--- src/shared/lem_pkg.sv ---
// constants for the line event monitor
package lem_pkg;
	// register map
	localparam int ADDR_W = 12;
	localparam logic [7:0] CTRL_IDX = 8'h5C;
	localparam logic [7:0] STAT_IDX = 8'h5E;
	localparam logic [7:0] MON_IDX = 8'h60;
	localparam logic [11:0] CTRL_ADDR = {2'h0, CTRL_IDX, 2'h0};
	localparam logic [11:0] STAT_ADDR = {2'h0, STAT_IDX, 2'h0};
	localparam logic [11:0] MON_ADDR = {2'h0, MON_IDX, 2'h0};
	localparam logic [1:0] RESP_OKAY = 2'h0;
	localparam logic [1:0] RESP_SLVERR = 2'h2;
	// control fields
	localparam int CTRL_BDE = 0;
	localparam int CTRL_SQL = 1;
	// status fields
	localparam int ST_OVF = 0;
	localparam int ST_BTF = 1;
	localparam int ST_OVL = 2;
	localparam int ST_RPOS = 3;
	localparam int ST_RNEG = 4;
	localparam int ST_LCL = 8;
	localparam int ST_DCR = 12;
	// monitor fields
	localparam int MON_SMP = 0;
	localparam int MON_FIRST = 16;
	localparam int MON_SECOND = 17;
	// timing
	localparam int CLK_MHZ = 125;
	localparam int RECOVER_MS = 1000;
	localparam int RECOVER_CYC = RECOVER_MS * 1000 * CLK_MHZ;
	// ac-link frame layout
	localparam int SLOT0_BITS = 16;
	localparam int SLOT_BITS = 20;
	localparam int GPIO_MSB = 15;
	localparam int GPIO_LINE1 = 2;
	localparam int GPIO_LINE2 = 12;
	localparam int SLOT12_START = SLOT0_BITS + 11 * SLOT_BITS;
	localparam int SLOT5_START = SLOT0_BITS + 4 * SLOT_BITS;
	localparam logic [7:0] TAG_READY = 8'h00;
	localparam logic [7:0] TAG_SLOT5 = 8'h05;
	localparam logic [7:0] SMP_FIRST = 8'(SLOT5_START);
	localparam logic [7:0] MON1_BIT = 8'(SLOT12_START + GPIO_MSB - GPIO_LINE1);
	localparam logic [7:0] MON2_BIT = 8'(SLOT12_START + GPIO_MSB - GPIO_LINE2);
	localparam logic [15:0] NEG_FULL = 16'h8000;
	localparam logic [15:0] SMP_IDLE = 16'h0000;
	// loop current levels
	localparam logic [7:0] LCL_STEP_MA = 8'h06;
	localparam logic [7:0] LCL_HYST_MA = 8'h02;
	localparam logic [7:0] LCL_TOP_MA = 8'h9B;
	localparam logic [3:0] LCL_NONE = 4'h0;
	localparam logic [3:0] LCL_MAXSTEP = 4'hE;
	localparam logic [3:0] LCL_OVER = 4'hF;
endpackage

--- src/shared/lem_link_if.sv ---
// signals between the register core and the ac-link serialiser
`timescale 1ns/1ps
interface lem_link_if;
	logic mon_first;
	logic mon_second;
	logic [15:0] sample;
	modport link (output mon_first, output mon_second, input sample);
	modport core (input mon_first, input mon_second, output sample);
endinterface

--- src/hdl/lem_line_event_monitor.sv ---
// line event monitor: billing tone flags, line monitor and loop level
`timescale 1ns/1ps
module lem_line_event_monitor #(
	parameter int ADDR_W = lem_pkg::ADDR_W,
	parameter int RECOVER_CYCLES = lem_pkg::RECOVER_CYC,
	parameter int MA_W = 8
) (
	// clock, reset, enable
	input wire logic clk_sys,
	input wire logic arst_n,
	input wire logic ce,
	// axi4-lite write address
	input wire logic [ADDR_W-1:0] s_axi_awaddr,
	input wire logic [2:0] s_axi_awprot,
	input wire logic s_axi_awvalid,
	output logic s_axi_awready,
	// axi4-lite write data
	input wire logic [31:0] s_axi_wdata,
	input wire logic [3:0] s_axi_wstrb,
	input wire logic s_axi_wvalid,
	output logic s_axi_wready,
	// axi4-lite write response
	output logic [1:0] s_axi_bresp,
	output logic s_axi_bvalid,
	input wire logic s_axi_bready,
	// axi4-lite read address
	input wire logic [ADDR_W-1:0] s_axi_araddr,
	input wire logic [2:0] s_axi_arprot,
	input wire logic s_axi_arvalid,
	output logic s_axi_arready,
	// axi4-lite read data
	output logic [31:0] s_axi_rdata,
	output logic [1:0] s_axi_rresp,
	output logic s_axi_rvalid,
	input wire logic s_axi_rready,
	// ac-link pins
	input wire logic ac_bit_clk,
	input wire logic ac_sync,
	input wire logic ac_sdata_out,
	output logic ac_sdata_in,
	// line-side comparators
	input wire logic adc_over_in,
	input wire logic supply_low_in,
	input wire logic ring_above_in,
	input wire logic ring_below_in,
	input wire logic line_present_in,
	input wire logic off_hook_in,
	// line-side converters, same clock
	input wire logic [15:0] mon_adc_data,
	input wire logic [MA_W-1:0] loop_ma,
	input wire logic loop_valid,
	// line-side controls
	output logic dc_release_q,
	output logic low_power_adc_en_q,
	output logic ring_squelch_q
);
	localparam int PIN_BCLK = 0;
	localparam int PIN_SYNC = 1;
	localparam int PIN_SDO = 2;
	localparam int PIN_OVER = 3;
	localparam int PIN_SUPPLY = 4;
	localparam int PIN_RPOS = 5;
	localparam int PIN_RNEG = 6;
	localparam int PIN_LINE = 7;
	localparam int PIN_HOOK = 8;
	localparam int NPIN = 9;

	////////////////////////////////////////////////////////////////////////
	// pin synchronisers
	logic [NPIN-1:0] pin_raw;
	logic [NPIN-1:0] pin_s;

	assign pin_raw[PIN_BCLK] = ac_bit_clk;
	assign pin_raw[PIN_SYNC] = ac_sync;
	assign pin_raw[PIN_SDO] = ac_sdata_out;
	assign pin_raw[PIN_OVER] = adc_over_in;
	assign pin_raw[PIN_SUPPLY] = supply_low_in;
	assign pin_raw[PIN_RPOS] = ring_above_in;
	assign pin_raw[PIN_RNEG] = ring_below_in;
	assign pin_raw[PIN_LINE] = line_present_in;
	assign pin_raw[PIN_HOOK] = off_hook_in;

	genvar gi;
	generate
		for (gi = 0; gi < NPIN; gi++) begin : g_sync
			logic meta_q;
			logic hold_q;
			always_ff @(posedge clk_sys or negedge arst_n) begin
				if (!arst_n) begin
					meta_q <= 1'b0;
					hold_q <= 1'b0;
				end else if (ce) begin
					meta_q <= pin_raw[gi];
					hold_q <= meta_q;
				end
			end
			assign pin_s[gi] = hold_q;
		end
	endgenerate

	wire over_s = pin_s[PIN_OVER];
	wire supply_s = pin_s[PIN_SUPPLY];
	wire line_s = pin_s[PIN_LINE];
	wire hook_s = pin_s[PIN_HOOK];

	////////////////////////////////////////////////////////////////////////
	// axi4-lite slave; one write and one read in flight
	logic aw_got_q;
	logic w_got_q;
	logic [ADDR_W-1:0] aw_addr_q;
	logic [31:0] wdata_q;
	logic [3:0] wstrb_q;
	logic [31:0] rdata_d;
	logic [1:0] rresp_d;

	wire aw_hs = s_axi_awvalid & s_axi_awready;
	wire w_hs = s_axi_wvalid & s_axi_wready;
	wire ar_hs = s_axi_arvalid & s_axi_arready;
	wire do_write = aw_got_q & w_got_q & ~s_axi_bvalid;
	wire aw_got_d = (aw_got_q | aw_hs) & ~do_write;
	wire w_got_d = (w_got_q | w_hs) & ~do_write;
	wire bvalid_d = do_write | (s_axi_bvalid & ~s_axi_bready);
	wire awready_d = ~aw_got_d & ~bvalid_d;
	wire wready_d = ~w_got_d & ~bvalid_d;
	wire rvalid_d = ar_hs | (s_axi_rvalid & ~s_axi_rready);
	wire arready_d = ~rvalid_d;

	wire [ADDR_W-1:0] wa = {aw_addr_q[ADDR_W-1:2], 2'h0};
	wire [ADDR_W-1:0] ra = {s_axi_araddr[ADDR_W-1:2], 2'h0};
	wire w_ctrl = wa == ADDR_W'(lem_pkg::CTRL_ADDR);
	wire w_stat = wa == ADDR_W'(lem_pkg::STAT_ADDR);
	wire w_mon = wa == ADDR_W'(lem_pkg::MON_ADDR);
	wire r_ctrl = ra == ADDR_W'(lem_pkg::CTRL_ADDR);
	wire r_stat = ra == ADDR_W'(lem_pkg::STAT_ADDR);
	wire r_mon = ra == ADDR_W'(lem_pkg::MON_ADDR);
	wire w_hit = w_ctrl | w_stat | w_mon;
	wire ctrl_wr = do_write & w_ctrl & wstrb_q[0];
	wire stat_wr = do_write & w_stat & wstrb_q[0];
	wire [1:0] bresp_d = w_hit ? lem_pkg::RESP_OKAY : lem_pkg::RESP_SLVERR;

	always_ff @(posedge clk_sys or negedge arst_n) begin
		if (!arst_n) begin
			aw_got_q <= 1'b0;
			w_got_q <= 1'b0;
			aw_addr_q <= '0;
			wdata_q <= 32'h00000000;
			wstrb_q <= 4'h0;
			s_axi_awready <= 1'b0;
			s_axi_wready <= 1'b0;
			s_axi_bvalid <= 1'b0;
			s_axi_bresp <= 2'h0;
		end else if (ce) begin
			aw_got_q <= aw_got_d;
			w_got_q <= w_got_d;
			s_axi_awready <= awready_d;
			s_axi_wready <= wready_d;
			s_axi_bvalid <= bvalid_d;
			if (aw_hs) aw_addr_q <= s_axi_awaddr;
			if (w_hs) wdata_q <= s_axi_wdata;
			if (w_hs) wstrb_q <= s_axi_wstrb;
			if (do_write) s_axi_bresp <= bresp_d;
		end
	end

	always_ff @(posedge clk_sys or negedge arst_n) begin
		if (!arst_n) begin
			s_axi_arready <= 1'b0;
			s_axi_rvalid <= 1'b0;
			s_axi_rdata <= 32'h00000000;
			s_axi_rresp <= 2'h0;
		end else if (ce) begin
			s_axi_arready <= arready_d;
			s_axi_rvalid <= rvalid_d;
			if (ar_hs) s_axi_rdata <= rdata_d;
			if (ar_hs) s_axi_rresp <= rresp_d;
		end
	end

	////////////////////////////////////////////////////////////////////////
	// control register
	logic bde_q;

	always_ff @(posedge clk_sys or negedge arst_n) begin
		if (!arst_n) begin
			bde_q <= 1'b0;
			ring_squelch_q <= 1'b0;
		end else if (ce && ctrl_wr) begin
			bde_q <= wdata_q[lem_pkg::CTRL_BDE];
			ring_squelch_q <= wdata_q[lem_pkg::CTRL_SQL];
		end
	end

	////////////////////////////////////////////////////////////////////////
	// billing tone flags and dc termination
	logic ovf_q;
	logic btf_q;
	logic [31:0] rec_cnt_q;

	wire ovf_set = bde_q & over_s;
	wire btf_set = bde_q & supply_s;
	wire ovf_clr = stat_wr & ~wdata_q[lem_pkg::ST_OVF];
	wire btf_clr = stat_wr & ~wdata_q[lem_pkg::ST_BTF];
	wire ovf_d = ovf_set | (ovf_q & ~ovf_clr);
	wire btf_d = btf_set | (btf_q & ~btf_clr);
	// release holds while the flag or the enable stays up
	wire rec_hold = btf_q | bde_q;
	wire rec_done = rec_cnt_q >= 32'(RECOVER_CYCLES - 1);
	wire dcr_d = btf_q | (dc_release_q & (rec_hold | ~rec_done));

	always_ff @(posedge clk_sys or negedge arst_n) begin
		if (!arst_n) begin
			ovf_q <= 1'b0;
			btf_q <= 1'b0;
			dc_release_q <= 1'b0;
			rec_cnt_q <= 32'h00000000;
		end else if (ce) begin
			ovf_q <= ovf_d;
			btf_q <= btf_d;
			dc_release_q <= dcr_d;
			if (rec_hold || !dc_release_q) begin
				rec_cnt_q <= 32'h00000000;
			end else if (!rec_done) begin
				rec_cnt_q <= rec_cnt_q + 32'h00000001;
			end
		end
	end

	////////////////////////////////////////////////////////////////////////
	// on-hook line monitor
	lem_link_if lk ();
	logic [15:0] sample_w;
	logic [3:0] level;

	wire mon_any = lk.mon_first | lk.mon_second;

	// a missing line drags the converter to negative full scale
	always_comb begin
		if (!mon_any) begin
			sample_w = lem_pkg::SMP_IDLE;
		end else if (line_s) begin
			sample_w = mon_adc_data;
		end else begin
			sample_w = lem_pkg::NEG_FULL;
		end
	end

	assign lk.sample = sample_w;

	always_ff @(posedge clk_sys or negedge arst_n) begin
		if (!arst_n) begin
			low_power_adc_en_q <= 1'b0;
		end else if (ce) begin
			low_power_adc_en_q <= mon_any;
		end
	end

	lem_aclink u_link (
		.clk_sys(clk_sys),
		.arst_n(arst_n),
		.ce(ce),
		.bclk_s(pin_s[PIN_BCLK]),
		.sync_s(pin_s[PIN_SYNC]),
		.sdo_s(pin_s[PIN_SDO]),
		.sdi_q(ac_sdata_in),
		.lk(lk.link)
	);

	lem_loop_level #(
		.MA_W(MA_W)
	) u_level (
		.clk_sys(clk_sys),
		.arst_n(arst_n),
		.ce(ce),
		.meas_valid(loop_valid),
		.meas_ma(loop_ma),
		.off_hook(hook_s),
		.monitor_on(mon_any),
		.line_present(line_s),
		.level_q(level)
	);

	////////////////////////////////////////////////////////////////////////
	// read words
	logic [31:0] ctrl_word;
	logic [31:0] stat_word;
	logic [31:0] mon_word;

	always_comb begin
		ctrl_word = 32'h00000000;
		ctrl_word[lem_pkg::CTRL_BDE] = bde_q;
		ctrl_word[lem_pkg::CTRL_SQL] = ring_squelch_q;
		stat_word = 32'h00000000;
		stat_word[lem_pkg::ST_OVF] = ovf_q;
		stat_word[lem_pkg::ST_BTF] = btf_q;
		stat_word[lem_pkg::ST_OVL] = over_s;
		stat_word[lem_pkg::ST_RPOS] = pin_s[PIN_RPOS];
		stat_word[lem_pkg::ST_RNEG] = pin_s[PIN_RNEG];
		stat_word[lem_pkg::ST_LCL +: 4] = level;
		stat_word[lem_pkg::ST_DCR] = dc_release_q;
		mon_word = 32'h00000000;
		mon_word[lem_pkg::MON_SMP +: 16] = sample_w;
		mon_word[lem_pkg::MON_FIRST] = lk.mon_first;
		mon_word[lem_pkg::MON_SECOND] = lk.mon_second;
	end

	always_comb begin
		rdata_d = 32'h00000000;
		rresp_d = lem_pkg::RESP_OKAY;
		if (r_ctrl) begin
			rdata_d = ctrl_word;
		end else if (r_stat) begin
			rdata_d = stat_word;
		end else if (r_mon) begin
			rdata_d = mon_word;
		end else begin
			rresp_d = lem_pkg::RESP_SLVERR;
		end
	end
endmodule

--- src/hdl/lem_aclink.sv ---
// ac-link bit serialiser: slot 12 monitor bits in, slot 5 samples out
`timescale 1ns/1ps
module lem_aclink (
	// clock and reset
	input wire logic clk_sys,
	input wire logic arst_n,
	input wire logic ce,
	// synchronised link pins
	input wire logic bclk_s,
	input wire logic sync_s,
	input wire logic sdo_s,
	output logic sdi_q,
	// core side
	lem_link_if.link lk
);
	logic bclk_prev_q;
	logic sync_prev_q;
	logic [7:0] bit_q;
	logic [15:0] word_q;
	logic first_q;
	logic second_q;
	logic sdi_d;
	wire rise = bclk_s & ~bclk_prev_q;
	wire fall = ~bclk_s & bclk_prev_q;
	wire frame_start = fall & sync_s & ~sync_prev_q;
	wire [7:0] cur_idx = frame_start ? lem_pkg::TAG_READY : bit_q;
	wire mon_any = first_q | second_q;
	wire [7:0] smp_off = bit_q - lem_pkg::SMP_FIRST;
	wire in_smp = (bit_q >= lem_pkg::SMP_FIRST) && (smp_off < 8'h10);

	assign lk.mon_first = first_q;
	assign lk.mon_second = second_q;

	// samples only go out while a monitor bit is set
	always_comb begin
		sdi_d = 1'b0;
		if (bit_q == lem_pkg::TAG_READY) begin
			sdi_d = 1'b1;
		end else if (bit_q == lem_pkg::TAG_SLOT5) begin
			sdi_d = mon_any;
		end else if (in_smp) begin
			sdi_d = mon_any & word_q[~smp_off[3:0]];
		end
	end

	////////////////////////////////////////////////////////////////////////
	always_ff @(posedge clk_sys or negedge arst_n) begin
		if (!arst_n) begin
			bclk_prev_q <= 1'b0;
			sync_prev_q <= 1'b0;
			bit_q <= 8'h00;
			word_q <= 16'h0000;
			first_q <= 1'b0;
			second_q <= 1'b0;
			sdi_q <= 1'b0;
		end else if (ce) begin
			bclk_prev_q <= bclk_s;
			if (fall) begin
				sync_prev_q <= sync_s;
				bit_q <= cur_idx + 8'h01;
				if (cur_idx == lem_pkg::MON1_BIT) first_q <= sdo_s;
				if (cur_idx == lem_pkg::MON2_BIT) second_q <= sdo_s;
			end
			if (frame_start) word_q <= lk.sample;
			if (rise) sdi_q <= sdi_d;
		end
	end
endmodule

--- src/hdl/lem_loop_level.sv ---
// loop current quantiser with hysteresis
`timescale 1ns/1ps
module lem_loop_level #(
	parameter int MA_W = 8
) (
	// clock and reset
	input wire logic clk_sys,
	input wire logic arst_n,
	input wire logic ce,
	// measurement
	input wire logic meas_valid,
	input wire logic [MA_W-1:0] meas_ma,
	input wire logic off_hook,
	input wire logic monitor_on,
	input wire logic line_present,
	// result
	output logic [3:0] level_q
);
	localparam int W = MA_W + 4;
	logic [3:0] level_d;
	logic [3:0] target;
	wire [W-1:0] cur = W'(meas_ma);
	wire [W-1:0] step = W'(lem_pkg::LCL_STEP_MA);
	wire [W-1:0] hyst = W'(lem_pkg::LCL_HYST_MA);
	wire [W-1:0] top = W'(lem_pkg::LCL_TOP_MA);
	wire [W-1:0] quot = cur / step;
	wire [W-1:0] lo_tgt = lo_of(target);
	wire [W-1:0] lo_cur = lo_of(level_q);

	function automatic logic [W-1:0] lo_of(input logic [3:0] c);
		if (c == lem_pkg::LCL_OVER) begin
			lo_of = top + W'(1);
		end else begin
			lo_of = W'(c) * step;
		end
	endfunction

	always_comb begin
		if (cur > top) begin
			target = lem_pkg::LCL_OVER;
		end else if (quot > W'(lem_pkg::LCL_MAXSTEP)) begin
			target = lem_pkg::LCL_MAXSTEP;
		end else begin
			target = quot[3:0];
		end
	end

	// rise at the band edge, fall only more than 2 mA below it
	always_comb begin
		level_d = level_q;
		if (monitor_on && !off_hook) begin
			level_d = line_present ? lem_pkg::LCL_OVER : lem_pkg::LCL_NONE;
		end else if (!off_hook) begin
			level_d = lem_pkg::LCL_NONE;
		end else if (meas_valid) begin
			if (target > level_q && cur >= lo_tgt) begin
				level_d = target;
			end else if (target < level_q && cur + hyst < lo_cur) begin
				level_d = target;
			end
		end
	end

	always_ff @(posedge clk_sys or negedge arst_n) begin
		if (!arst_n) begin
			level_q <= 4'h0;
		end else if (ce) begin
			level_q <= level_d;
		end
	end
endmodule

--- config.mk ---
export PLATFORM = sky130hd
export DESIGN_NAME = lem_line_event_monitor
export DESIGN_NICKNAME = d
export VERILOG_FILES = /design/src/shared/lem_pkg.sv /design/src/shared/lem_link_if.sv /design/src/hdl/lem_line_event_monitor.sv /design/src/hdl/lem_aclink.sv /design/src/hdl/lem_loop_level.sv
export SDC_FILE = /design/constraint.sdc
export NUM_CORES = 1
export LEC_CHECK = 0
export ABC_AREA = 1
export BUFFER_PORTS_ARGS = -buffer_cell sky130_fd_sc_hd__buf_2
export CAP_MARGIN = 20
export CORE_MARGIN = 1
export CORE_UTILIZATION = 30
export DETAILED_ROUTE_END_ITERATION = 8
export PLACE_DENSITY = 0.52
export SLEW_MARGIN = 10
export SYNTH_ARGS = -nofsm -noshare
export SYNTH_HDL_FRONTEND = slang
export SYNTH_HIERARCHICAL = 1
export SYNTH_SLANG_ARGS = --single-unit
--- constraint.sdc ---
create_clock -name clk_sys -period 3.4 [get_ports clk_sys]
set_clock_uncertainty 0.2 [all_clocks]
set_input_delay 0.34 -clock clk_sys [delete_from_list [all_inputs] [get_ports clk_sys]]
set_output_delay 0.34 -clock clk_sys [all_outputs]
set_load 0.02 [all_outputs]
### Yosys cells after proc, flatten, opt, wreduce, memory -nomap -nowiden

Index checks and enable logic that the tools add are counted.

| operators by class | value |
|---|---|
| $add $sub $neg | 4 |
| multipliers | 2 |
| div/mod/pow operators | 1 |
| $lt $le $gt $ge | 10 |
| eq/ne operators | 14 |
| mux-type cells | 27 |
| bitwise operators | 56 |
| reductions and logical operators | 20 |

Operators with widths:

| operator | number |
|---|---|
| 32-bit two-way mux | 2 |
| 10-bit by 7-bit equality test with 1-bit output, second input constant | 6 |
| 18-bit two-way mux | 3 |
| 32-bit by 1-bit adder with 32-bit output, second input constant | 1 |
| 32-bit by 27-bit greater-or-equal comparator with 1-bit output, second input constant | 1 |
| 16-bit two-way mux | 2 |
| 4-bit two-way mux | 8 |
| 1-bit AND | 27 |
| 8-bit two-way mux | 3 |
| 8-bit equality test, second input constant | 2 |
| 1-bit inverter | 16 |
| 2-bit AND reduction | 8 |
| 8-bit by 3-bit divider with 12-bit output, second input constant | 1 |
| 8-bit by 12-bit greater-or-equal comparator with 1-bit output | 1 |
| 12-bit by 4-bit > comparator with 1-bit output, second input constant | 1 |
| 12-bit less-than comparator | 1 |
| 4-bit by 2-bit multiplier with 6-bit output, second input constant | 2 |
| 1-bit OR | 12 |
| 8-bit by 2-bit adder with 9-bit output, second input constant | 1 |
| 3-bit AND reduction | 3 |
| 8-bit by 1-bit adder with 8-bit output, second input constant | 1 |
| 4-bit equality test, second input constant | 2 |
| 8-bit by 3-bit equality test with 1-bit output, second input constant | 1 |
| 8-bit by 7-bit greater-or-equal comparator with 1-bit output, second input constant | 1 |
| 17 further kinds | 28 |

| storage, ports and cells | value |
|---|---|
| register bits after elaboration | 147 |
| bits of input ports | 108 |
| output and inout bits | 45 |

### Logic depth before layout (Yosys ltp)

| logic depth | value |
|---|---|
| depth in word-level cells | 12 |
| mapped depth | 36 |

### Hierarchy

The synthesis kept the hierarchy.

Modules (own cells, without submodules):

| module | times used | cells each | area each (µm²) | seq. area each (µm²) |
|---|---|---|---|---|
| lem_line_event_monitor | 1 | 747 | 5,258.8 | 2,402.3 |
| lem_aclink | 1 | 187 | 1,539.0 | 725.7 |
| lem_loop_level | 1 | 208 | 1,356.3 | 100.1 |

### Worst setup path before layout

Ideal clock, no wire load.

| path | value |
|---|---|
| path type | input-to-reg |
| start | input port loop_ma[6] |
| end | register u_level.level_q[1] |
| setup time | 141 ps |
| arrival time | 3,749 ps |
| path slack | -690 ps |
| stages on the path | 31 |
| path through | buf_6 -> nand2_2 -> nand2_1 -> o21ai_1 -> inv_2 -> o21ai_1 -> nand2_1 -> o21ai_1 -> nand2_1 -> nand2_2 -> nand2_1 -> nand2_1 -> nand3_2 -> nand2_1 -> nand3_2 -> ha_1 -> nand2_1 -> nand2_1 -> a31oi_1 -> xnor2_1 -> nand2_1 -> ha_1 -> nand2_1 -> nor2_1 -> nand4_1 -> o2111ai_1 -> nand3_1 -> o311ai_1 -> o211ai_1 -> nor2_1 -> a22oi_1 |

| between the ends | value |
|---|---|
| word-level cells in the longest chain between the ends | 12 |

RTL lines:

| item | RTL line | text |
|---|---|---|
| from (decl) | lem_line_event_monitor.sv:50 | `input wire logic [MA_W-1:0] loop_ma,` |
| 8-bit by 3-bit divider with 12-bit output | lem_loop_level.sv:26 | `wire [W-1:0] quot = cur / step;` |
| 12-bit by 4-bit > comparator with 1-bit output | lem_loop_level.sv:41 | `end else if (quot > W'(lem_pkg::LCL_MAXSTEP)) begin` |
| 4-bit two-way mux | lem_loop_level.sv:41 |  |
| 4-bit two-way mux | lem_loop_level.sv:39 | `if (cur > top) begin` |
| 4-bit by 2-bit multiplier with 6-bit output / 4-bit equality test (equally long branches) | lem_loop_level.sv:34, lem_loop_level.sv:31 |  |
| 8-bit two-way mux | lem_loop_level.sv:31 | `if (c == lem_pkg::LCL_OVER) begin` |
| 8-bit by 12-bit greater-or-equal comparator with 1-bit output | lem_loop_level.sv:56 | `if (target > level_q && cur >= lo_tgt) begin` |
| 1-bit logical AND | lem_loop_level.sv:56 |  |
| 4-bit two-way mux | lem_loop_level.sv:56 |  |
| 4-bit two-way mux | lem_loop_level.sv:55 | `end else if (meas_valid) begin` |
| 4-bit two-way mux | lem_loop_level.sv:53 | `end else if (!off_hook) begin` |
| 4-bit two-way mux | lem_loop_level.sv:51 | `if (monitor_on && !off_hook) begin` |
| to (signal assigned) | lem_loop_level.sv:68 | `level_q <= level_d;` |
| to (decl) | lem_loop_level.sv:17 | `output logic [3:0] level_q` |

Parallel ways exist; a longest one is shown, timed or not. The select of a mux whose other input is x is not followed.
A chain may end at the register's enable or synchronous reset.

### Worst setup path in the final report

| path | value |
|---|---|
| start | input port loop_ma[7] |
| end | register u_level.level_q[2] |

The elaborated chain is that of the path after synthesis.

==> flow_summary.ini <==
[pwr]
combPwrFrac = 0.305
irDropWorstVdd_v = 0.000272
switching_share = 0.361
clock_power_share = 0.333
internal_power_uw = 3640
seq_power_share = 0.362
netSwitchingPower_uw = 2060
p_per_area_nw_per_um2 = 549
total_leakage_power_uw = 0.00527

[synth]
synthFlopType = dfrtp_1
syn_area_um2 = 8150
syn_avg_cell_area_um2 = 7.14
syn_inst = 1142
ys_seq_area_frac = 0.396
ys_warn_count = 6
synth_cell_types = 51
ys_async_sr_fraction = 1.00
synth_edf_count = 0
synth-seq-cells = 129

[timing]
setup_viol = 4
hold_violations = 0
finalCriticalPeriod_ns = 3.81
relSlewSlack = 0.382
rsz0062_at_grt = true
fmax_mhz = 262
worstMarginPinSlew_ns = 0.924
min_period_over_period = 1.12
layout_setup_ws_ns = -0.410
maxSlewViolCount = 0

[setup_path]
required_ns = 3.50
crit_path_end_kind = flip-flop
crit_path_start_kind = input pin
critical_path_buf_inv_count = 7
cp_slowest_cell = fa_2
cp_max_fo = 4
path_delay_family = simple AND/OR/NAND/NOR gates
slowest_delay_ns = 0.53
critPathArrivalTime_ns = 3.91
crit_type = input pin to flip-flop

[floorplanning]
ios = 153
start_util = 0.309
coreArea_um2 = 26400
die_h_um = 167
die_area_um2 = 27800
die_w_um = 167
row_count = 59

[outcome]
failed_checks = setup timing
status = finished, violations left

[flow_run]
cap_violations = 0

[global_route]
grt_busiest_layer = met2
grt_pass1_wl_um = 35500
grt_max_degree = 72
antenna_found_initial = 0
overflow = 0
grt_use_met1 = 0.209
grt_pass1_vias = 7140
grt_usage = 0.157
grt_use_met3 = 0.0257
met2_usage = 0.263

[place]
io_buffers = 93
dp_hpwl_um = 15600
place_area_um2 = 9260
place_ws_ns = -0.969
gp_congestion = 0.839

[cells_and_area]
antennaDiodeCount = 0
final_nets = 1443
drive_gt1_frac = 0.207
fin_util = 0.394
finalInstanceArea_um2 = 10400
area_growth_pct = 27.2

[clock_tree]
clk_latency_ns = 0.42
htree_levels = 4
cts_sinks = 129
clk_pin_slew_ns = 0.06
clock-root-buffer = clkbuf_16
clk_path_buf_depth = 2
cts_made_buffers = 17
cts_tree = yes

[routing]
postRouteAntennaNets = 0
routedWlPerCell_um = 13.0
vias = 7440
drtIter0Drc = 369
drc = 0
vias_per_cell = 4.51
dr.pass1.iters = 5
wirelength_um = 21400

[hold_path]
hold_path.class = input pin to flip-flop
-- synthesized netlist by cell type, types with 2 or more instances --
master / number / area (um^2)
nand3_2: 12 / 120
buf_6: 3 / 33.8
clkbuf_1: 9 / 33.8
buf_1: 2 / 7.51
buf_2: 11 / 55.1
nand4_1: 8 / 50.1
nor2_2: 4 / 25.0
fa_1: 2 / 40.0
nand2_4: 3 / 33.8
mux2i_1: 2 / 20.0
a21oi_2: 2 / 17.5
nor2_4: 4 / 45.0
nor4_1: 2 / 12.5
a21boi_0: 3 / 22.5
o22ai_1: 3 / 18.8
inv_1: 135 / 507
buf_4: 17 / 128
xor2_1: 9 / 78.8
a31oi_1: 4 / 25.0
nor3_1: 15 / 75.1
o21ai_0: 59 / 295
and2_1: 2 / 12.5
mux2_2: 7 / 78.8
o21ai_1: 6 / 30.0
ha_1: 30 / 375
nor2_1: 123 / 462
o211ai_1: 3 / 22.5
o21a_1: 4 / 30.0
o31ai_1: 8 / 60.1
inv_2: 6 / 22.5
nand2_1: 382 / 1430
nand2_2: 15 / 93.8
nor3_2: 2 / 20.0
nand3_1: 68 / 340
a22oi_1: 2 / 15.0
a21oi_1: 28 / 140
dfrtp_1: 129 / 3230
xnor2_1: 2 / 17.5
or2_2: 4 / 25.0
-- final timing paths --
kind | start | to | slack [ns] | cells after the start
worst min-delay path | mon_adc_data[14] | s_axi_rdata[14]$_DFFE_PN0P_ | 0.02 | 3
worst max register to register | u_level/level_q[0]$_DFFE_PN0P_ | u_level/level_q[3]$_DFFE_PN0P_ | 0.30 | 12
worst min register to register | g_sync[5].meta_q$_DFFE_PN0P_ | g_sync[5].meta_q$_DFFE_PN0P_ | 0.27 | 2
max in group asynchronous | arst_n | s_axi_rdata[14]$_DFFE_PN0P_ | 1.89 | 3
min in group asynchronous | arst_n | rec_cnt_q[10]$_DFFE_PN0P_ | 0.30 | 2
worst max-delay path | loop_ma[7] | u_level/level_q[2]$_DFFE_PN0P_ | -0.41 | 34
-- layout by cell type, fill, tap and decap left out, drive strengths merged, types with 2 or more instances in the layout --
| cell type | netlist | routed |
|---|---|---|
| o21ai | 65 | 65 |
| nand4 | 8 | 8 |
| bufinv | 0 | 2 |
| o22ai | 3 | 3 |
| o21a | 4 | 4 |
| nor4 | 3 | 3 |
| clkinvlp | 0 | 2 |
| xor2 | 9 | 9 |
| nand3 | 80 | 80 |
| clkinv | 0 | 2 |
| dfrtp | 129 | 129 |
| nand2 | 400 | 400 |
| nor3 | 17 | 17 |
| mux2i | 2 | 2 |
| mux2 | 8 | 8 |
| conb | 1 | 16 |
| a31oi | 4 | 4 |
| dlygate4sd3 | 0 | 24 |
| fa | 2 | 2 |
| inv | 141 | 149 |
| a21oi | 30 | 30 |
| a22oi | 2 | 2 |
| nor2 | 131 | 131 |
| xnor2 | 2 | 2 |
| clkbuf | 9 | 18 |
| or2 | 4 | 4 |
| ha | 30 | 30 |
| and2 | 2 | 2 |
| a21boi | 4 | 4 |
| buf | 33 | 145 |
| o211ai | 3 | 3 |
| o31ai | 8 | 8 |
-- cell type report --
cell class                 count  area (um^2)
sequential                   129         3230
timing repair buffer         169         1160
clock buffer                  18          439
clock inverter                14          168
inverter                     141          537
multi-input combinational    845         4420
tap                          335          419
fill                        2747        16000
-- cell families after synthesis --
group                      Yosys count  share of synthesized area
other                                1                   0.000460
and+or+nand+nor                    647                      0.340
DFF                                129                      0.396
buffers and inverters              183                     0.0965
AOI/OAI and AO/OA                  129                     0.0904
adders and majority gates           32                     0.0509
xor gates and xnor gates            11                     0.0118
muxes                               10                     0.0135
-- worst reg2reg max path, cell delays in order, from the launching register on --
cell and delay [ns]:
dfrtp_1 0.48, ha_1 0.24, inv_1 0.07, fa_1 0.39, nor2_1 0.11, o21ai_0 0.10
ha_1 0.31, a21oi_1 0.15, o21ai_1 0.11, o311ai_1 0.27, o211ai_1 0.17, nor2_2 0.30
a22oi_2 0.08
-- metrics by stage --
| step | cells | total power (uW) | setup TNS (ns) | hold slack, ns |
|---|---|---|---|---|
| finish | 1651 | 5700 | -1.59 | 0.0201 |
| global placement | 1590 | 3690 | -3.40 | 0.209 |
| CTS | 1650 | 5700 | -1.57 | 0.00337 |
| detailed placement | 1590 | 3720 | -3.84 | 0.208 |
| global route | 1651 | 6130 | -2.57 | 0.0149 |
| floorplan | 1157 | 3210 | -2.27 | -0.156 |
-- per-layer routing --
metal | wire length (um) | share of wire
met1 | 10500 | 0.49
met2 | 10100 | 0.47
met3 | 575 | 0.027
met4 | 252 | 0.012
met5 | 0 | 0
-- what timing repair did --
| item | CTS | global route |
|---|---|---|
| setup endpoints to repair | 4 | 4 |
| hold endpoints to repair | 92 | 0 |
| hold buffers | 24 | 0 |
| gates resized for setup | 21 | 36 |
| pin swaps | 19 | 22 |
| buffers inserted | 4 | 1 |
-- power groups by stage --
stage	clock network (uW)	logic (uW)	registers, uW
6_report	1900	1740	2060
5_1_grt	2020	2010	2100
3_5_place_dp	0	1640	2080
4_1_cts	1950	1700	2060
3_3_place_gp	0	1610	2080
2_1_floorplan	0	1170	2040
-- sequential cells by signal, summed over array words and instances (netlist names), 2 cells and up --
signal	flops
u_link/bit_q	8
aw_addr_q	10
u_level/level_q	4
s_axi_rdata	18
g_sync.hold_q	9
wdata_q	2
u_link/word_q	16
rec_cnt_q	32
g_sync.meta_q	9
(Power assumes the default switching activity.)
